--- src/verilog/ssdq_pkg.sv ---
// Package of constants and types for the segment, s-i-b and query decoder.
// Notes on behaviour
// - Segment select 000..101 pick extra, code, stack, data, third, fourth.
// - Scale code 00, 01, 10, 11 multiply the index by 1, 2, 4, 8.
// - Scaled index is the index register times scale, added into offset.
// - Index code picks a general register; code 100 adds no index.
// - Mode comes from bits 7:6 of mode byte, base from s-i-b 2:0.
// - Mode 00 adds base; base 100 uses stack, base 101 uses dword disp.
// - Modes 01 and 10 add byte or dword displacement; bases 100, 101 stack.
// - Register-or-memory 100 with mode other than 11 means s-i-b byte.
// - Opcode 0FA2 is the identification query instruction.
// - Flags register bit 21 is writable to show the query exists.
// - Accumulator picks the level; results go to four general registers.
// - Levels 0..2 and 80000000h..80000005h are answered; 80000002h..80000004h share the name word, 80000005h repeats level 2.
// - Level zero returns 2 in the accumulator as highest standard level.
// - Level zero puts vendor string in base_b, data_d, count_reg.
// - Level one returns identity in accumulator, base_b and count reserved.
// - Level one packs stepping 3:0, model 7:4, family 11:8, type 15:12.
package ssdq_pkg;
  localparam logic [7:0] REG_GPR_BASE = 8'h00;
  localparam logic [7:0] REG_MODRM = 8'h20;
  localparam logic [7:0] REG_SIB = 8'h24;
  localparam logic [7:0] REG_DISP = 8'h28;
  localparam logic [7:0] REG_SEGSEL = 8'h2C;
  localparam logic [7:0] REG_OPCODE = 8'h30;
  localparam logic [7:0] REG_FLAGS = 8'h34;
  localparam logic [7:0] REG_CMD = 8'h38;
  localparam logic [7:0] REG_STATUS = 8'h3C;
  localparam logic [7:0] REG_EA = 8'h40;
  localparam logic [7:0] REG_SEG = 8'h44;
  localparam logic [7:0] GPR_SPAN_MASK = 8'hE0;
  localparam int GPR_IDX_MSB = 4;
  localparam int GPR_IDX_LSB = 2;
  localparam int MOD_MSB = 7;
  localparam int MOD_LSB = 6;
  localparam int RM_MSB = 2;
  localparam int SS_MSB = 7;
  localparam int SS_LSB = 6;
  localparam int IDX_MSB = 5;
  localparam int IDX_LSB = 3;
  localparam int BASE_MSB = 2;
  localparam logic [2:0] GPR_ACC = 3'h0;
  localparam logic [2:0] GPR_COUNT = 3'h1;
  localparam logic [2:0] GPR_DATA = 3'h2;
  localparam logic [2:0] GPR_BASE = 3'h3;
  localparam logic [2:0] GPR_STACK = 3'h4;
  localparam logic [2:0] GPR_FRAME = 3'h5;
  localparam logic [2:0] SEG_EXTRA = 3'h0;
  localparam logic [2:0] SEG_CODE = 3'h1;
  localparam logic [2:0] SEG_STACK = 3'h2;
  localparam logic [2:0] SEG_DATA = 3'h3;
  localparam logic [2:0] SEG_THIRD = 3'h4;
  localparam logic [2:0] SEG_FOURTH = 3'h5;
  localparam logic [1:0] MOD_NODISP = 2'h0;
  localparam logic [1:0] MOD_DISP8 = 2'h1;
  localparam logic [1:0] MOD_DISP32 = 2'h2;
  localparam logic [1:0] MOD_REG = 2'h3;
  localparam logic [2:0] RM_SIB = 3'h4;
  localparam logic [2:0] RM_DISP_ONLY = 3'h5;
  localparam logic [2:0] INDEX_NONE = 3'h4;
  localparam logic [1:0] SS_X1 = 2'h0;
  localparam logic [1:0] SS_X2 = 2'h1;
  localparam logic [1:0] SS_X4 = 2'h2;
  localparam logic [1:0] SS_X8 = 2'h3;
  localparam logic [4:0] SHIFT_X1 = 5'h00;
  localparam logic [4:0] SHIFT_X2 = 5'h01;
  localparam logic [4:0] SHIFT_X4 = 5'h02;
  localparam logic [4:0] SHIFT_X8 = 5'h03;
  localparam logic [15:0] OPCODE_QUERY = 16'h0FA2;
  localparam logic [31:0] LVL_STD_MAX = 32'h0000_0002;
  localparam logic [31:0] LVL_EXT_BASE = 32'h8000_0000;
  localparam logic [31:0] LVL_EXT_MAX = 32'h8000_0005;
  localparam logic [3:0] ROM_STD0 = 4'h0;
  localparam logic [3:0] ROM_STD1 = 4'h1;
  localparam logic [3:0] ROM_STD2 = 4'h2;
  localparam logic [3:0] ROM_EXT0 = 4'h3;
  localparam logic [3:0] ROM_EXT1 = 4'h4;
  localparam logic [3:0] ROM_EXT5 = 4'h8;
  localparam logic [3:0] ROM_NONE = 4'h9;
  localparam logic [31:0] RET_MAX_STD = 32'h0000_0002;
  localparam logic [31:0] RET_MAX_EXT = 32'h8000_0005;
  // Vendor words and name word are arbitrary neutral values.
  localparam logic [31:0] VENDOR_W1 = 32'h5644_5231;
  localparam logic [31:0] VENDOR_W2 = 32'h5644_5232;
  localparam logic [31:0] VENDOR_W3 = 32'h5644_5233;
  localparam logic [31:0] NAME_WORD = 32'h4E41_4D45;
  localparam logic [3:0] ID_STEPPING = 4'h0;
  localparam logic [3:0] ID_MODEL = 4'h4;
  localparam logic [3:0] ID_FAMILY = 4'h5;
  localparam logic [3:0] ID_TYPE = 4'h0;
  localparam logic [31:0] STD_FEATURES = 32'h0080_8131;
  localparam logic [31:0] EXT_FEATURES = 32'h0000_0001;
  localparam logic [31:0] TLB_INFO = 32'h0000_7001;
  localparam logic [31:0] L1_INFO = 32'h0000_0080;
  localparam logic [31:0] ZERO_WORD = 32'h0000_0000;
  localparam int FLAG_QUERY_BIT = 21;
  localparam logic [31:0] FLAGS_WR_MASK = 32'h0020_0000;
  localparam logic [31:0] FLAGS_RESET = 32'h0000_0000;
  localparam int CMD_AGEN_BIT = 0;
  localparam int CMD_EXEC_BIT = 1;
  localparam int ST_MEM_VALID = 0;
  localparam int ST_SIB = 1;
  localparam int ST_EA_UNDEF = 2;
  localparam int ST_INV_OP = 3;
  localparam int ST_QUERY_DONE = 4;
  localparam int ST_BUSY = 5;
  localparam int SEGR_ADDR_LSB = 8;
  typedef enum logic [2:0] {
    SSDQ_IDLE = 3'b001,
    SSDQ_FETCH = 3'b010,
    SSDQ_WRITE = 3'b100
  } ssdq_state_e;
endpackage : ssdq_pkg

--- src/verilog/ssdq_agu_if.sv ---
// Interface carrying operands and decode results to the address unit.
`timescale 1ns/1ns
interface ssdq_agu_if;
  logic [7:0] modrm;
  logic [7:0] sib;
  logic [31:0] disp;
  logic [2:0] segsel;
  logic [31:0] gpr [8];
  logic [31:0] ea;
  logic [2:0] addr_seg;
  logic [5:0] seg_onehot;
  logic seg_invalid;
  logic sib_needed;
  logic mem_valid;
  logic ea_undef;
  modport core (output modrm, sib, disp, segsel, gpr,
    input ea, addr_seg, seg_onehot, seg_invalid, sib_needed, mem_valid,
    ea_undef);
  modport agu (input modrm, sib, disp, segsel, gpr,
    output ea, addr_seg, seg_onehot, seg_invalid, sib_needed, mem_valid,
    ea_undef);
endinterface : ssdq_agu_if

--- src/verilog/ssdq_agu.sv ---
// Combinational segment decode and effective address generation.
`timescale 1ns/1ns
module ssdq_agu (
  ssdq_agu_if.agu bus
);
  logic [1:0] mode;
  logic [2:0] rm;
  logic [1:0] ss;
  logic [2:0] index;
  logic [2:0] base;
  logic [4:0] shift;
  logic [31:0] scaled;
  logic [31:0] disp_term;
  logic [31:0] base_term;
  assign mode = bus.modrm[ssdq_pkg::MOD_MSB:ssdq_pkg::MOD_LSB];
  assign rm = bus.modrm[ssdq_pkg::RM_MSB:0];
  assign ss = bus.sib[ssdq_pkg::SS_MSB:ssdq_pkg::SS_LSB];
  assign index = bus.sib[ssdq_pkg::IDX_MSB:ssdq_pkg::IDX_LSB];
  assign base = bus.sib[ssdq_pkg::BASE_MSB:0];
  generate
    for (genvar s = 0; s < 6; s++) begin : g_seg
      assign bus.seg_onehot[s] = (bus.segsel == 3'(s));
    end
  endgenerate
  assign bus.seg_invalid = (bus.segsel > ssdq_pkg::SEG_FOURTH);
  assign bus.mem_valid = (mode != ssdq_pkg::MOD_REG);
  assign bus.sib_needed = bus.mem_valid && (rm == ssdq_pkg::RM_SIB);
  assign bus.ea_undef = bus.sib_needed && (index == ssdq_pkg::INDEX_NONE)
    && (ss != ssdq_pkg::SS_X1);
  always_comb begin
    case (ss)
      ssdq_pkg::SS_X1: shift = ssdq_pkg::SHIFT_X1;
      ssdq_pkg::SS_X2: shift = ssdq_pkg::SHIFT_X2;
      ssdq_pkg::SS_X4: shift = ssdq_pkg::SHIFT_X4;
      ssdq_pkg::SS_X8: shift = ssdq_pkg::SHIFT_X8;
      default: shift = ssdq_pkg::SHIFT_X1;
    endcase
  end
  // An absent index contributes nothing, whatever the scale says.
  assign scaled = (!bus.sib_needed || index == ssdq_pkg::INDEX_NONE) ?
    ssdq_pkg::ZERO_WORD : (bus.gpr[index] << shift);
  always_comb begin
    disp_term = ssdq_pkg::ZERO_WORD;
    base_term = bus.gpr[bus.sib_needed ? base : rm];
    bus.addr_seg = ssdq_pkg::SEG_DATA;
    case (mode)
      ssdq_pkg::MOD_NODISP: begin
        if (bus.sib_needed && base == ssdq_pkg::GPR_STACK) begin
          bus.addr_seg = ssdq_pkg::SEG_STACK;
        end
        if ((bus.sib_needed ? base : rm) == ssdq_pkg::RM_DISP_ONLY) begin
          base_term = ssdq_pkg::ZERO_WORD;
          disp_term = bus.disp;
        end
      end
      ssdq_pkg::MOD_DISP8, ssdq_pkg::MOD_DISP32: begin
        disp_term = (mode == ssdq_pkg::MOD_DISP8) ?
          {{24{bus.disp[7]}}, bus.disp[7:0]} : bus.disp;
        if ((bus.sib_needed && base == ssdq_pkg::GPR_STACK)
            || (bus.sib_needed ? base : rm) == ssdq_pkg::GPR_FRAME) begin
          bus.addr_seg = ssdq_pkg::SEG_STACK;
        end
      end
      default: base_term = ssdq_pkg::ZERO_WORD;
    endcase
    bus.ea = base_term + scaled + disp_term;
  end
endmodule : ssdq_agu

--- src/verilog/ssdq_query_rom.sv ---
// Constant table of query results with a registered read port.
`timescale 1ns/1ns
module ssdq_query_rom (
  input wire logic clk_in,
  input wire logic rst_b_in,
  input wire logic rd_in,
  input wire logic [3:0] index_in,
  output logic [127:0] data_out
);
  logic [127:0] word;
  // Word order is accumulator, base_b, count_reg, data_d from high to low.
  always_comb begin
    case (index_in)
      ssdq_pkg::ROM_STD0: word = {ssdq_pkg::RET_MAX_STD, ssdq_pkg::VENDOR_W1,
        ssdq_pkg::VENDOR_W3, ssdq_pkg::VENDOR_W2};
      ssdq_pkg::ROM_STD1, ssdq_pkg::ROM_EXT1: word = {16'h0000,
        ssdq_pkg::ID_TYPE, ssdq_pkg::ID_FAMILY, ssdq_pkg::ID_MODEL,
        ssdq_pkg::ID_STEPPING, ssdq_pkg::ZERO_WORD, ssdq_pkg::ZERO_WORD,
        (index_in == ssdq_pkg::ROM_STD1) ? ssdq_pkg::STD_FEATURES :
        ssdq_pkg::EXT_FEATURES};
      ssdq_pkg::ROM_STD2: word = {ssdq_pkg::TLB_INFO, ssdq_pkg::ZERO_WORD,
        ssdq_pkg::ZERO_WORD, ssdq_pkg::L1_INFO};
      ssdq_pkg::ROM_EXT0: word = {ssdq_pkg::RET_MAX_EXT, ssdq_pkg::ZERO_WORD,
        ssdq_pkg::ZERO_WORD, ssdq_pkg::ZERO_WORD};
      4'h5, 4'h6, 4'h7: word = {4{ssdq_pkg::NAME_WORD}};
      ssdq_pkg::ROM_EXT5: word = {ssdq_pkg::TLB_INFO, ssdq_pkg::ZERO_WORD,
        ssdq_pkg::ZERO_WORD, ssdq_pkg::L1_INFO};
      default: word = {4{ssdq_pkg::ZERO_WORD}};
    endcase
  end
  always_ff @(posedge clk_in or negedge rst_b_in) begin
    if (!rst_b_in) begin
      data_out <= {4{ssdq_pkg::ZERO_WORD}};
    end else if (rd_in) begin
      data_out <= word;
    end
  end
endmodule : ssdq_query_rom

--- src/verilog/ssdq_top.sv ---
// Top of the segment, s-i-b and identification query decoder.
`timescale 1ns/1ns
module ssdq_top (
  input wire logic clk_in,
  input wire logic rst_b_in,
  input wire logic [7:0] addr_in,
  input wire logic [31:0] wdata_in,
  input wire logic wr_in,
  input wire logic rd_in,
  output logic [31:0] rdata_out
);
  ssdq_agu_if agu_bus ();
  ssdq_pkg::ssdq_state_e state;
  ssdq_pkg::ssdq_state_e next_state;
  logic [31:0] gpr [8];
  logic [7:0] modrm;
  logic [7:0] sib;
  logic [31:0] disp;
  logic [2:0] segsel;
  logic [15:0] opcode;
  logic [31:0] flags;
  logic [31:0] ea;
  logic [2:0] addr_seg;
  logic [5:0] seg_onehot;
  logic mem_valid;
  logic sib_seen;
  logic ea_undef;
  logic inv_op;
  logic query_done;
  logic [3:0] rom_index;
  logic [127:0] rom_data;
  logic [31:0] level;
  logic cmd_wr;
  logic agen_go;
  logic exec_go;
  logic exec_query;
  logic status_wr;
  logic gpr_wr;
  logic [2:0] gpr_sel;
  logic busy;
  logic [31:0] next_rdata;

  assign cmd_wr = wr_in && addr_in == ssdq_pkg::REG_CMD;
  assign agen_go = cmd_wr && wdata_in[ssdq_pkg::CMD_AGEN_BIT];
  assign exec_go = cmd_wr && wdata_in[ssdq_pkg::CMD_EXEC_BIT];
  assign exec_query = exec_go && (state == ssdq_pkg::SSDQ_IDLE)
    && (opcode == ssdq_pkg::OPCODE_QUERY);
  assign status_wr = wr_in && addr_in == ssdq_pkg::REG_STATUS;
  assign gpr_wr = wr_in
    && (addr_in & ssdq_pkg::GPR_SPAN_MASK) == ssdq_pkg::REG_GPR_BASE;
  assign gpr_sel = addr_in[ssdq_pkg::GPR_IDX_MSB:ssdq_pkg::GPR_IDX_LSB];
  assign busy = state != ssdq_pkg::SSDQ_IDLE;
  assign level = gpr[ssdq_pkg::GPR_ACC];

  assign agu_bus.modrm = modrm;
  assign agu_bus.sib = sib;
  assign agu_bus.disp = disp;
  assign agu_bus.segsel = segsel;
  assign agu_bus.gpr = gpr;

  ssdq_agu u_agu (
    .bus(agu_bus)
  );

  // The level is mapped onto a dense table index before the lookup.
  always_comb begin
    if (level <= ssdq_pkg::LVL_STD_MAX) begin
      rom_index = level[3:0];
    end else if (level >= ssdq_pkg::LVL_EXT_BASE
        && level <= ssdq_pkg::LVL_EXT_MAX) begin
      rom_index = ssdq_pkg::ROM_EXT0 + level[3:0];
    end else begin
      rom_index = ssdq_pkg::ROM_NONE;
    end
  end

  ssdq_query_rom u_rom (
    .clk_in(clk_in),
    .rst_b_in(rst_b_in),
    .rd_in(exec_query),
    .index_in(rom_index),
    .data_out(rom_data)
  );

  always_comb begin
    next_state = state;
    case (state)
      ssdq_pkg::SSDQ_IDLE: begin
        if (exec_query) begin
          next_state = ssdq_pkg::SSDQ_FETCH;
        end
      end
      ssdq_pkg::SSDQ_FETCH: next_state = ssdq_pkg::SSDQ_WRITE;
      ssdq_pkg::SSDQ_WRITE: next_state = ssdq_pkg::SSDQ_IDLE;
      default: next_state = ssdq_pkg::SSDQ_IDLE;
    endcase
  end

  always_ff @(posedge clk_in or negedge rst_b_in) begin
    if (!rst_b_in) begin
      state <= ssdq_pkg::SSDQ_IDLE;
    end else begin
      state <= next_state;
    end
  end

  // Results land in the WRITE state; a software write to a general
  // register in that same cycle loses, so the query result is never torn.
  always_ff @(posedge clk_in or negedge rst_b_in) begin
    if (!rst_b_in) begin
      for (int i = 0; i < 8; i++) begin
        gpr[i] <= ssdq_pkg::ZERO_WORD;
      end
    end else if (state == ssdq_pkg::SSDQ_WRITE) begin
      gpr[ssdq_pkg::GPR_ACC] <= rom_data[127:96];
      gpr[ssdq_pkg::GPR_BASE] <= rom_data[95:64];
      gpr[ssdq_pkg::GPR_COUNT] <= rom_data[63:32];
      gpr[ssdq_pkg::GPR_DATA] <= rom_data[31:0];
    end else if (gpr_wr) begin
      gpr[gpr_sel] <= wdata_in;
    end
  end

  always_ff @(posedge clk_in or negedge rst_b_in) begin
    if (!rst_b_in) begin
      modrm <= 8'h00;
      sib <= 8'h00;
      disp <= ssdq_pkg::ZERO_WORD;
      segsel <= ssdq_pkg::SEG_DATA;
      opcode <= 16'h0000;
    end else if (wr_in) begin
      case (addr_in)
        ssdq_pkg::REG_MODRM: modrm <= wdata_in[7:0];
        ssdq_pkg::REG_SIB: sib <= wdata_in[7:0];
        ssdq_pkg::REG_DISP: disp <= wdata_in;
        ssdq_pkg::REG_SEGSEL: segsel <= wdata_in[2:0];
        ssdq_pkg::REG_OPCODE: opcode <= wdata_in[15:0];
        default: ;
      endcase
    end
  end

  // Only the query-present bit is writable; the rest read as zero.
  always_ff @(posedge clk_in or negedge rst_b_in) begin
    if (!rst_b_in) begin
      flags <= ssdq_pkg::FLAGS_RESET;
    end else if (wr_in && addr_in == ssdq_pkg::REG_FLAGS) begin
      flags <= wdata_in & ssdq_pkg::FLAGS_WR_MASK;
    end
  end

  always_ff @(posedge clk_in or negedge rst_b_in) begin
    if (!rst_b_in) begin
      ea <= ssdq_pkg::ZERO_WORD;
      addr_seg <= ssdq_pkg::SEG_DATA;
      seg_onehot <= 6'h00;
      mem_valid <= 1'b0;
      sib_seen <= 1'b0;
      ea_undef <= 1'b0;
    end else if (agen_go) begin
      ea <= agu_bus.ea;
      addr_seg <= agu_bus.addr_seg;
      seg_onehot <= agu_bus.seg_onehot;
      mem_valid <= agu_bus.mem_valid;
      sib_seen <= agu_bus.sib_needed;
      ea_undef <= agu_bus.ea_undef;
    end
  end

  // Sticky flags clear by writing one; a new event in the clear cycle wins.
  always_ff @(posedge clk_in or negedge rst_b_in) begin
    if (!rst_b_in) begin
      inv_op <= 1'b0;
      query_done <= 1'b0;
    end else begin
      if (agen_go && agu_bus.seg_invalid) begin
        inv_op <= 1'b1;
      end else if (status_wr && wdata_in[ssdq_pkg::ST_INV_OP]) begin
        inv_op <= 1'b0;
      end
      if (state == ssdq_pkg::SSDQ_WRITE) begin
        query_done <= 1'b1;
      end else if (status_wr && wdata_in[ssdq_pkg::ST_QUERY_DONE]) begin
        query_done <= 1'b0;
      end
    end
  end

  always_comb begin
    next_rdata = ssdq_pkg::ZERO_WORD;
    if ((addr_in & ssdq_pkg::GPR_SPAN_MASK) == ssdq_pkg::REG_GPR_BASE) begin
      next_rdata = gpr[gpr_sel];
    end else begin
      case (addr_in)
        ssdq_pkg::REG_MODRM: next_rdata = {24'h00_0000, modrm};
        ssdq_pkg::REG_SIB: next_rdata = {24'h00_0000, sib};
        ssdq_pkg::REG_DISP: next_rdata = disp;
        ssdq_pkg::REG_SEGSEL: next_rdata = {29'h0000_0000, segsel};
        ssdq_pkg::REG_OPCODE: next_rdata = {16'h0000, opcode};
        ssdq_pkg::REG_FLAGS: next_rdata = flags;
        ssdq_pkg::REG_STATUS: begin
          next_rdata[ssdq_pkg::ST_MEM_VALID] = mem_valid;
          next_rdata[ssdq_pkg::ST_SIB] = sib_seen;
          next_rdata[ssdq_pkg::ST_EA_UNDEF] = ea_undef;
          next_rdata[ssdq_pkg::ST_INV_OP] = inv_op;
          next_rdata[ssdq_pkg::ST_QUERY_DONE] = query_done;
          next_rdata[ssdq_pkg::ST_BUSY] = busy;
        end
        ssdq_pkg::REG_EA: next_rdata = ea;
        ssdq_pkg::REG_SEG: begin
          next_rdata[5:0] = seg_onehot;
          next_rdata[ssdq_pkg::SEGR_ADDR_LSB +: 3] = addr_seg;
        end
        default: next_rdata = ssdq_pkg::ZERO_WORD;
      endcase
    end
  end

  // Read data stand only in the cycle after the strobe and are zero else.
  always_ff @(posedge clk_in or negedge rst_b_in) begin
    if (!rst_b_in) begin
      rdata_out <= ssdq_pkg::ZERO_WORD;
    end else if (rd_in) begin
      rdata_out <= next_rdata;
    end else begin
      rdata_out <= ssdq_pkg::ZERO_WORD;
    end
  end

  a_flag_toggle: assert property (@(posedge clk_in) disable iff (!rst_b_in)
    wr_in && addr_in == ssdq_pkg::REG_FLAGS |=>
    flags[ssdq_pkg::FLAG_QUERY_BIT]
    == $past(wdata_in[ssdq_pkg::FLAG_QUERY_BIT]))
    else $error("Query-present flag did not follow the write.");

  a_flag_rest_zero: assert property (@(posedge clk_in)
    disable iff (!rst_b_in)
    (flags & ~ssdq_pkg::FLAGS_WR_MASK) == ssdq_pkg::ZERO_WORD)
    else $error("Non-writable flag bits are set.");

  a_query_timing: assert property (@(posedge clk_in) disable iff (!rst_b_in)
    exec_query |=> state == ssdq_pkg::SSDQ_FETCH
    ##1 state == ssdq_pkg::SSDQ_WRITE ##1 query_done)
    else $error("Query did not complete in three cycles.");

  a_other_opcode: assert property (@(posedge clk_in) disable iff (!rst_b_in)
    exec_go && !busy && opcode != 16'h0FA2 |=>
    state == ssdq_pkg::SSDQ_IDLE)
    else $error("Non-query opcode started a query.");

  a_level0_max: assert property (@(posedge clk_in) disable iff (!rst_b_in)
    exec_query && level == 32'h0000_0000 |-> ##3
    gpr[0] == 32'h0000_0002 && gpr[3] == ssdq_pkg::VENDOR_W1
    && gpr[2] == ssdq_pkg::VENDOR_W2 && gpr[1] == ssdq_pkg::VENDOR_W3)
    else $error("Level zero result is wrong.");

  a_level1_pack: assert property (@(posedge clk_in) disable iff (!rst_b_in)
    exec_query && level == 32'h0000_0001 |-> ##3
    gpr[0] == 32'h0000_0540 && gpr[3] == 32'h0000_0000
    && gpr[1] == 32'h0000_0000)
    else $error("Level one identity is packed wrong.");

  a_ext_max: assert property (@(posedge clk_in) disable iff (!rst_b_in)
    exec_query && level == 32'h8000_0000 |-> ##3
    gpr[0] == 32'h8000_0005)
    else $error("Extended maximum level is wrong.");

  a_seg_invalid: assert property (@(posedge clk_in) disable iff (!rst_b_in)
    agen_go && segsel[2:1] == 2'b11 |=> inv_op && seg_onehot == 6'h00)
    else $error("Undefined segment select did not flag.");

  a_seg_decode: assert property (@(posedge clk_in) disable iff (!rst_b_in)
    agen_go && segsel <= ssdq_pkg::SEG_FOURTH |=>
    seg_onehot == (6'h01 << $past(segsel)) && inv_op == $past(inv_op))
    else $error("Segment select decoded wrong.");

  // The byte is expected only for a memory operand whose code is 100.
  a_sib_expect: assert property (@(posedge clk_in) disable iff (!rst_b_in)
    agen_go |=> sib_seen ==
    ($past(modrm[ssdq_pkg::MOD_MSB:ssdq_pkg::MOD_LSB]) != ssdq_pkg::MOD_REG
    && $past(modrm[ssdq_pkg::RM_MSB:0]) == ssdq_pkg::RM_SIB))
    else $error("Scale-index-base expectation is wrong.");

  a_sib_index: assert property (@(posedge clk_in) disable iff (!rst_b_in)
    agen_go && modrm[7:6] == 2'b00 && modrm[2:0] == 3'h4
    && sib[5:3] != 3'h4 && sib[2:0] != 3'h5 |=>
    ea == $past(gpr[sib[2:0]]) + ($past(gpr[sib[5:3]]) << $past(sib[7:6])))
    else $error("Scaled-index address is wrong.");

  a_sib_stack: assert property (@(posedge clk_in) disable iff (!rst_b_in)
    agen_go && modrm[2:0] == 3'h4 && modrm[7:6] != 2'b11
    && sib[2:0] == 3'h4 |=> sib_seen && addr_seg == 3'h2)
    else $error("Stack base did not select the stack segment.");

  a_read_window: assert property (@(posedge clk_in) disable iff (!rst_b_in)
    !$past(rd_in) |-> rdata_out == 32'h0000_0000)
    else $error("Read data outside the answer cycle.");
endmodule : ssdq_top

--- config.mk ---
export PLATFORM = sky130hd
export DESIGN_NAME = ssdq_top
export DESIGN_NICKNAME = d
export VERILOG_FILES = /design/src/verilog/ssdq_pkg.sv /design/src/verilog/ssdq_agu_if.sv /design/src/verilog/ssdq_agu.sv /design/src/verilog/ssdq_query_rom.sv /design/src/verilog/ssdq_top.sv
export SDC_FILE = /design/constraint.sdc
export NUM_CORES = 1
export LEC_CHECK = 0
export BUFFER_PORTS_ARGS = -buffer_cell sky130_fd_sc_hd__buf_4
export CAP_MARGIN = 20
export CORE_ASPECT_RATIO = 1.75
export CORE_MARGIN = 10
export CORE_UTILIZATION = 37
export CTS_CLUSTER_DIAMETER = 50
export DETAILED_ROUTE_END_ITERATION = 8
export PLACE_DENSITY_LB_ADDON = 0.2
export SKIP_CTS_REPAIR_TIMING = 1
export SYNTH_ARGS = -nofsm -noshare
export SYNTH_HDL_FRONTEND = slang
export SYNTH_SLANG_ARGS = --single-unit
--- constraint.sdc ---
create_clock -name clk_in -period 7.9 [get_ports clk_in]
set_clock_uncertainty 0.05 [all_clocks]
set_input_delay 1.58 -clock clk_in [delete_from_list [all_inputs] [get_ports clk_in]]
set_output_delay 1.58 -clock clk_in [all_outputs]
set_load 0.01 [all_outputs]
**Word level (Yosys, flattened, before mapping)**

Cells that the tools add are included.

- Register bits after elaboration: 533
- Input bits: 44
- Output and inout port bits: 32

- Add/sub/neg operators: 3
- $lt $le $gt $ge: 8
- Eq/ne operators: 39
- Shift-type cells: 1
- Mux-type cells: 41
- Bitwise operators: 4
- Reductions and logical operators: 39

Operator list:

| kind | count |
|---|---|
| 128-bit one-hot mux with 5 select lines | 1 |
| 32-bit two-way mux | 13 |
| 32-bit binary-select mux with 3-bit select | 3 |
| 256-bit bitwise mux | 1 |
| 256-bit two-way mux | 1 |
| 128-bit two-way mux | 1 |
| 32-bit one-hot mux with 2 select lines | 2 |
| 32-bit demux with 3-bit select | 1 |
| 21-bit one-hot mux with 4 select lines | 1 |
| 32-bit adder | 2 |
| 8-bit by 6-bit equality test with 1-bit output (second input constant) | 8 |
| 6-bit one-hot mux with 8 select lines | 1 |
| 32-bit >= comparator (second input constant) | 1 |
| 32-bit by 2-bit <= comparator with 1-bit output (second input constant) | 1 |
| 32-bit <= comparator (second input constant) | 1 |
| 32-bit by 5-bit left shift with 32-bit output | 1 |
| 24-bit two-way mux | 1 |
| 3-bit equality test (second input constant) | 7 |
| 5-bit one-hot mux with 4 select lines | 1 |
| 1-bit logical AND | 17 |
| 16-bit by 12-bit equality test with 1-bit output (second input constant) | 1 |
| 4-bit by 3-bit equality test with 1-bit output (second input constant) | 4 |
| 8-bit by 7-bit equality test with 1-bit output (second input constant) | 2 |
| 4-bit >= comparator (second input constant) | 3 |
| other kinds (30) | 60 |

**Longest topological paths before layout**

- Word-level depth: 11
- Mapped depth: 22
- Mapped depth without buffers: 19

**By module**

Synthesis repeated with hierarchy kept, for this count alone.

- Cell total of the unflattened synthesis: 2942
- Area, all modules: 28740.1 µm²

By module, submodules not included:

| module | instances | cells an instance | area an instance (µm²) |
|---|---|---|---|
| ssdq_top | 1 | 1549 | 19357.3 |
| ssdq_agu | 1 | 1213 | 7881.3 |
| ssdq_query_rom | 1 | 180 | 1501.4 |

**Least setup slack after synthesis**

No wires, ideal clock.

- Path kind: reg-to-reg
- From: reg modrm[6], in the netlist agu_bus.modrm[6]
- To: reg ea[31]
- Arrival time: 4914 ps
- Path slack: 2804 ps
- Cell stages (with the launch flop): 20
- Path buffers: 2
- Clock period less this slack: 5096 ps
- Path through: dfrtp_1 ha_1 and4bb_2 nor2_2 buf_2 buf_2 mux4_2 mux2i_1 nor3_1 fa_1 ha_1 fa_1 a211o_1 a211oi_1 or4_1 a22oi_1 a31oi_1 nor3_1 nand3_1 or3b_1

- Cells in the longest elaborated chain, start to end: 11
- Elaborated cells on any way between the ends: 22

Ends and longest elaborated chain:

| element | line | RTL |
|---|---|---|
| start, declared | ssdq_top.sv:16 | `logic [7:0] modrm;` |
| start signal, assigned | ssdq_top.sv:133 | `ssdq_pkg::REG_MODRM: modrm <= wdata_in[7:0];` |
| 2-bit != test | ssdq_agu.sv:26 | `assign bus.mem_valid = (mode != ssdq_pkg::MOD_REG);` |
| 1-bit logical AND | ssdq_agu.sv:27 | `assign bus.sib_needed = bus.mem_valid && (rm == ssdq_pkg::RM_SIB);` |
| 3-bit two-way mux | ssdq_agu.sv:44, ssdq_agu.sv:51 |  |
| 3-bit NOT with 4-bit output | ssdq_agu.sv:44 | `base_term = bus.gpr[bus.sib_needed ? base : rm];` |
| 32-bit binary-select mux with 3-bit select | ssdq_agu.sv:44 |  |
| 32-bit two-way mux (2 in series) | ssdq_agu.sv:44 |  |
| 32-bit two-way mux | ssdq_agu.sv:51 | `if ((bus.sib_needed ? base : rm) == ssdq_pkg::RM_DISP_ONLY) begin` |
| 32-bit one-hot mux with 2 select lines | ssdq_agu.sv:46 | `case (mode)` |
| 32-bit adder | ssdq_agu.sv:66 | `bus.ea = base_term + scaled + disp_term;` |
| 32-bit adder (*) | ssdq_agu.sv:66 |  |
| end signal, assigned | ssdq_top.sv:154 | `ea <= ssdq_pkg::ZERO_WORD;` |
| end signal, assigned | ssdq_top.sv:161 | `ea <= agu_bus.ea;` |
| end, declared | ssdq_top.sv:22 | `logic [31:0] ea;` |

Mark *: on every way between the ends. The rest lies on a longest branch, timed or not. The select of a mux whose other input is x is not followed.
A chain may end at the register's enable or synchronous reset.

**Final worst setup path**

Same ends and word-level chain as after synthesis.

==> impl_metrics.toml <==
[run_status]
status = "finished clean"

[timing]
fin_setup_tns_ns = 0
drv_slew = 0
max_slew_margin = 0.204
setup_violations = 0
hold_viol_final = 0
finalCritPeriodShare = 0.799
fmax_mhz = 158
rsz0062_at_grt = "false"
worst_pin_slew_ns = 1.19
min_period_ns = 6.31

[yosys]
synth_edf_count = 0
synth.ff_latch_count = 415
ys.flop_type = "dfrtp_1"
async_flop_share = 1.00
syn_nets = 2573
synth_area_mm2 = 0.0263
yosysWarnings = 0
syn_avg_cell_area_um2 = 10.7
ys_types = 77
yosysSeqAreaShare = 0.396
netlist_instances = 2460

[power]
leakage_nw = 12.8
p_per_area_mw_per_mm2 = 211
p_total_mw = 6.14
irDropWorstVdd_v = 0.000158

[job]
cap_viol_max_count = 0

[floorplan]
fp.dieH_um = 372
ios = 76
core-area_mm2 = 0.0705
die_area_mm2 = 0.0824
core.rowCount = 129
initial_core_util = 0.372
fp.dieW_um = 221

[routing]
wl_per_cell_um = 27.0
ant_nets = 0
totalWireLength_um = 90900
drc = 0
vias_per_cell = 6.06
drt_iter0_drc = 1853
first_pass_iters = 8
dr_total_vias = 20400

[worst_setup_path]
cp_max_fo = 32
crit_required_ns = 8.30
crit_type = "reg -> reg"
end_kind = "flip-flop"
setup.worst_path.start_class = "flip-flop"
cp.arrival_ns = 6.72

[layout]
synthToLayoutAreaGrowth_pct = 10.8
nFillCells = 6629
multi_input_area_mm2 = 0.0148
drive_gt1_frac = 0.263
nets = 2521
register_area_mm2 = 0.0104

[clock_network]
clk_latency_ns = 0.58
cts-root-buf = "clkbuf_16"
clock-sinks = 415
htreeDepth = 2
clkTransAtPathRegs_ns = 0.07
cts_buffers = 43
cts_tree = "done"
cts_buffer_depth = 3

[grt]
grtUsageTotal = 0.216
grt_max_degree = 161
antenna_found_initial = 6
grt_pass1_wl_um = 137000
grt_pass1_vias = 21000
grt.overflow.total = 0

[place]
gp_congestion = 0.891
io_buffers = 75
hpwl_um = 61900

[hold_path]
hp-class = "reg -> reg"
## report_power, final
group,switching [mW],internal [mW]
Sequential,0.259,2.35
Combinational,0.703,0.659
Clock,0.938,1.23
## cell type report
type                    count  area share
diodes                      2    0.000172
multi-input cells        1756       0.510
repair buffers            113      0.0323
clock inverters            17     0.00701
well taps                 917      0.0394
flip-flops and latches    415       0.357
clock buffers              61      0.0438
inverters                  79      0.0102
## flip-flops by register name, summed over array words and instances, names as in the netlist
| signal | flops |
|---|---|
| query_done | 1 |
| state | 3 |
| agu_bus.sib | 8 |
| agu_bus.gpr | 224 |
| addr_seg | 1 |
| agu_bus.modrm | 8 |
| mem_valid | 1 |
| inv_op | 1 |
| seg_onehot | 6 |
| flags | 1 |
| opcode | 16 |
| agu_bus.disp | 32 |
| ea | 32 |
| sib_seen | 1 |
| level | 32 |
| agu_bus.segsel | 3 |
| rdata_out | 32 |
| ea_undef | 1 |
| u_rom.data_out | 12 |
## per-stage QoR
step	std cells	area [um2]	setup slack, ns	util	hold WS (ns)
finish	3360	29100	1.59	0.412	0.424
global route	3360	29100	1.22	0.412	0.442
CTS	3357	29100	1.64	0.412	0.425
detailed placement	3279	27600	1.67	0.391	0.410
global placement	3278	27600	1.75	0.391	0.405
floorplan	2460	26300	2.80	-	0.389
## critical path, stage by stage, from the launching register on
cell and delay (ns):
dfrtp_1 0.44, ha_1 0.35, o41a_1 0.20, buf_4 0.48, o2111ai_1 0.35, or2_2 0.38, a21oi_1 0.46, nand2_1 0.15
fa_1 0.53, inv_1 0.05, ha_1 0.22, fa_1 0.43, a211o_1 0.35, a211oi_1 0.50, or4_1 0.25, a22oi_1 0.21
a31oi_1 0.28, nor3_1 0.07, nand3_1 0.11, or3b_1 0.35
## path summary, 6_finish.rpt
kind / cells past startpoint / slack [ns] / end / from
setup / recovery: 19 / 1.59 / ea[31]$_DFFE_PN0P_ / agu_bus.modrm[6]$_DFFE_PN0P_
hold / removal: 2 / 0.42 / u_rom.data_out[97]$_DFFE_PN0P_ / u_rom.data_out[97]$_DFFE_PN0P_
setup reg to reg: 19 / 1.59 / ea[31]$_DFFE_PN0P_ / agu_bus.modrm[6]$_DFFE_PN0P_
hold reg to reg: 2 / 0.42 / u_rom.data_out[97]$_DFFE_PN0P_ / u_rom.data_out[97]$_DFFE_PN0P_
max in group asynchronous: 2 / 5.56 / agu_bus.gpr[120]$_DFFE_PN0P_ / rst_b_in
min in group asynchronous: 1 / 0.86 / agu_bus.gpr[5]$_DFFE_PN0P_ / rst_b_in
## layout by cell type (no fill, tap or decap), types with 51 or more instances in the layout
cell / instances
inv_1: 78
a31oi_1: 87
mux4_2: 187
a21oi_1: 98
o21ai_0: 78
dfrtp_1: 407
nor2_1: 51
mux2_2: 227
nand2_1: 580
buf_4: 106
mux2i_1: 78
## routing by layer
layer | share of wire | track usage
met5 | 0.00030 | 0
met4 | 0.043 | 0.0946
met3 | 0.058 | 0.0306
met2 | 0.51 | 0.383
met1 | 0.39 | 0.255
## kinds of logic (layout without fill, tap and decap cells)
logic type	count (synthesis)	after routing	share of synthesized area
muxes	492	492	0.287
DFF	415	415	0.396
AOI/OAI and AO/OA	407	407	0.101
and+or+nand+nor	765	765	0.123
adders and majority gates	69	69	0.0420
other	0	2	0
xor gates and xnor gates	23	23	0.00767
buffers and inverters	289	270	0.0434
## cells in the mapped netlist, drive strengths merged (6+ instances only)
library cell	n	area share
o21ai	78	0.015
nor2b	19	0.0045
nand2b	6	0.0014
xor2	8	0.0027
dfrtp	411	0.39
o211ai	7	0.0020
a222oi	17	0.0065
clkbuf	165	0.024
xnor2	15	0.0050
a21o	17	0.0049
a221oi	19	0.0063
nor3	17	0.0032
nand2	581	0.083
and2	10	0.0025
or2	6	0.0014
mux4	187	0.16
a22oi	15	0.0043
or3	9	0.0021
mux2i	78	0.030
o21a	8	0.0023
o31ai	10	0.0029
a31oi	87	0.021
buf	45	0.0085
fa	32	0.024
mux2	227	0.097
nand3	14	0.0027
ha	37	0.018
inv	79	0.011
a211oi	7	0.0020
nand4	7	0.0017
nor4	11	0.0032
a21oi	99	0.019
nor2	62	0.0090
(Power assumes the default switching activity.)
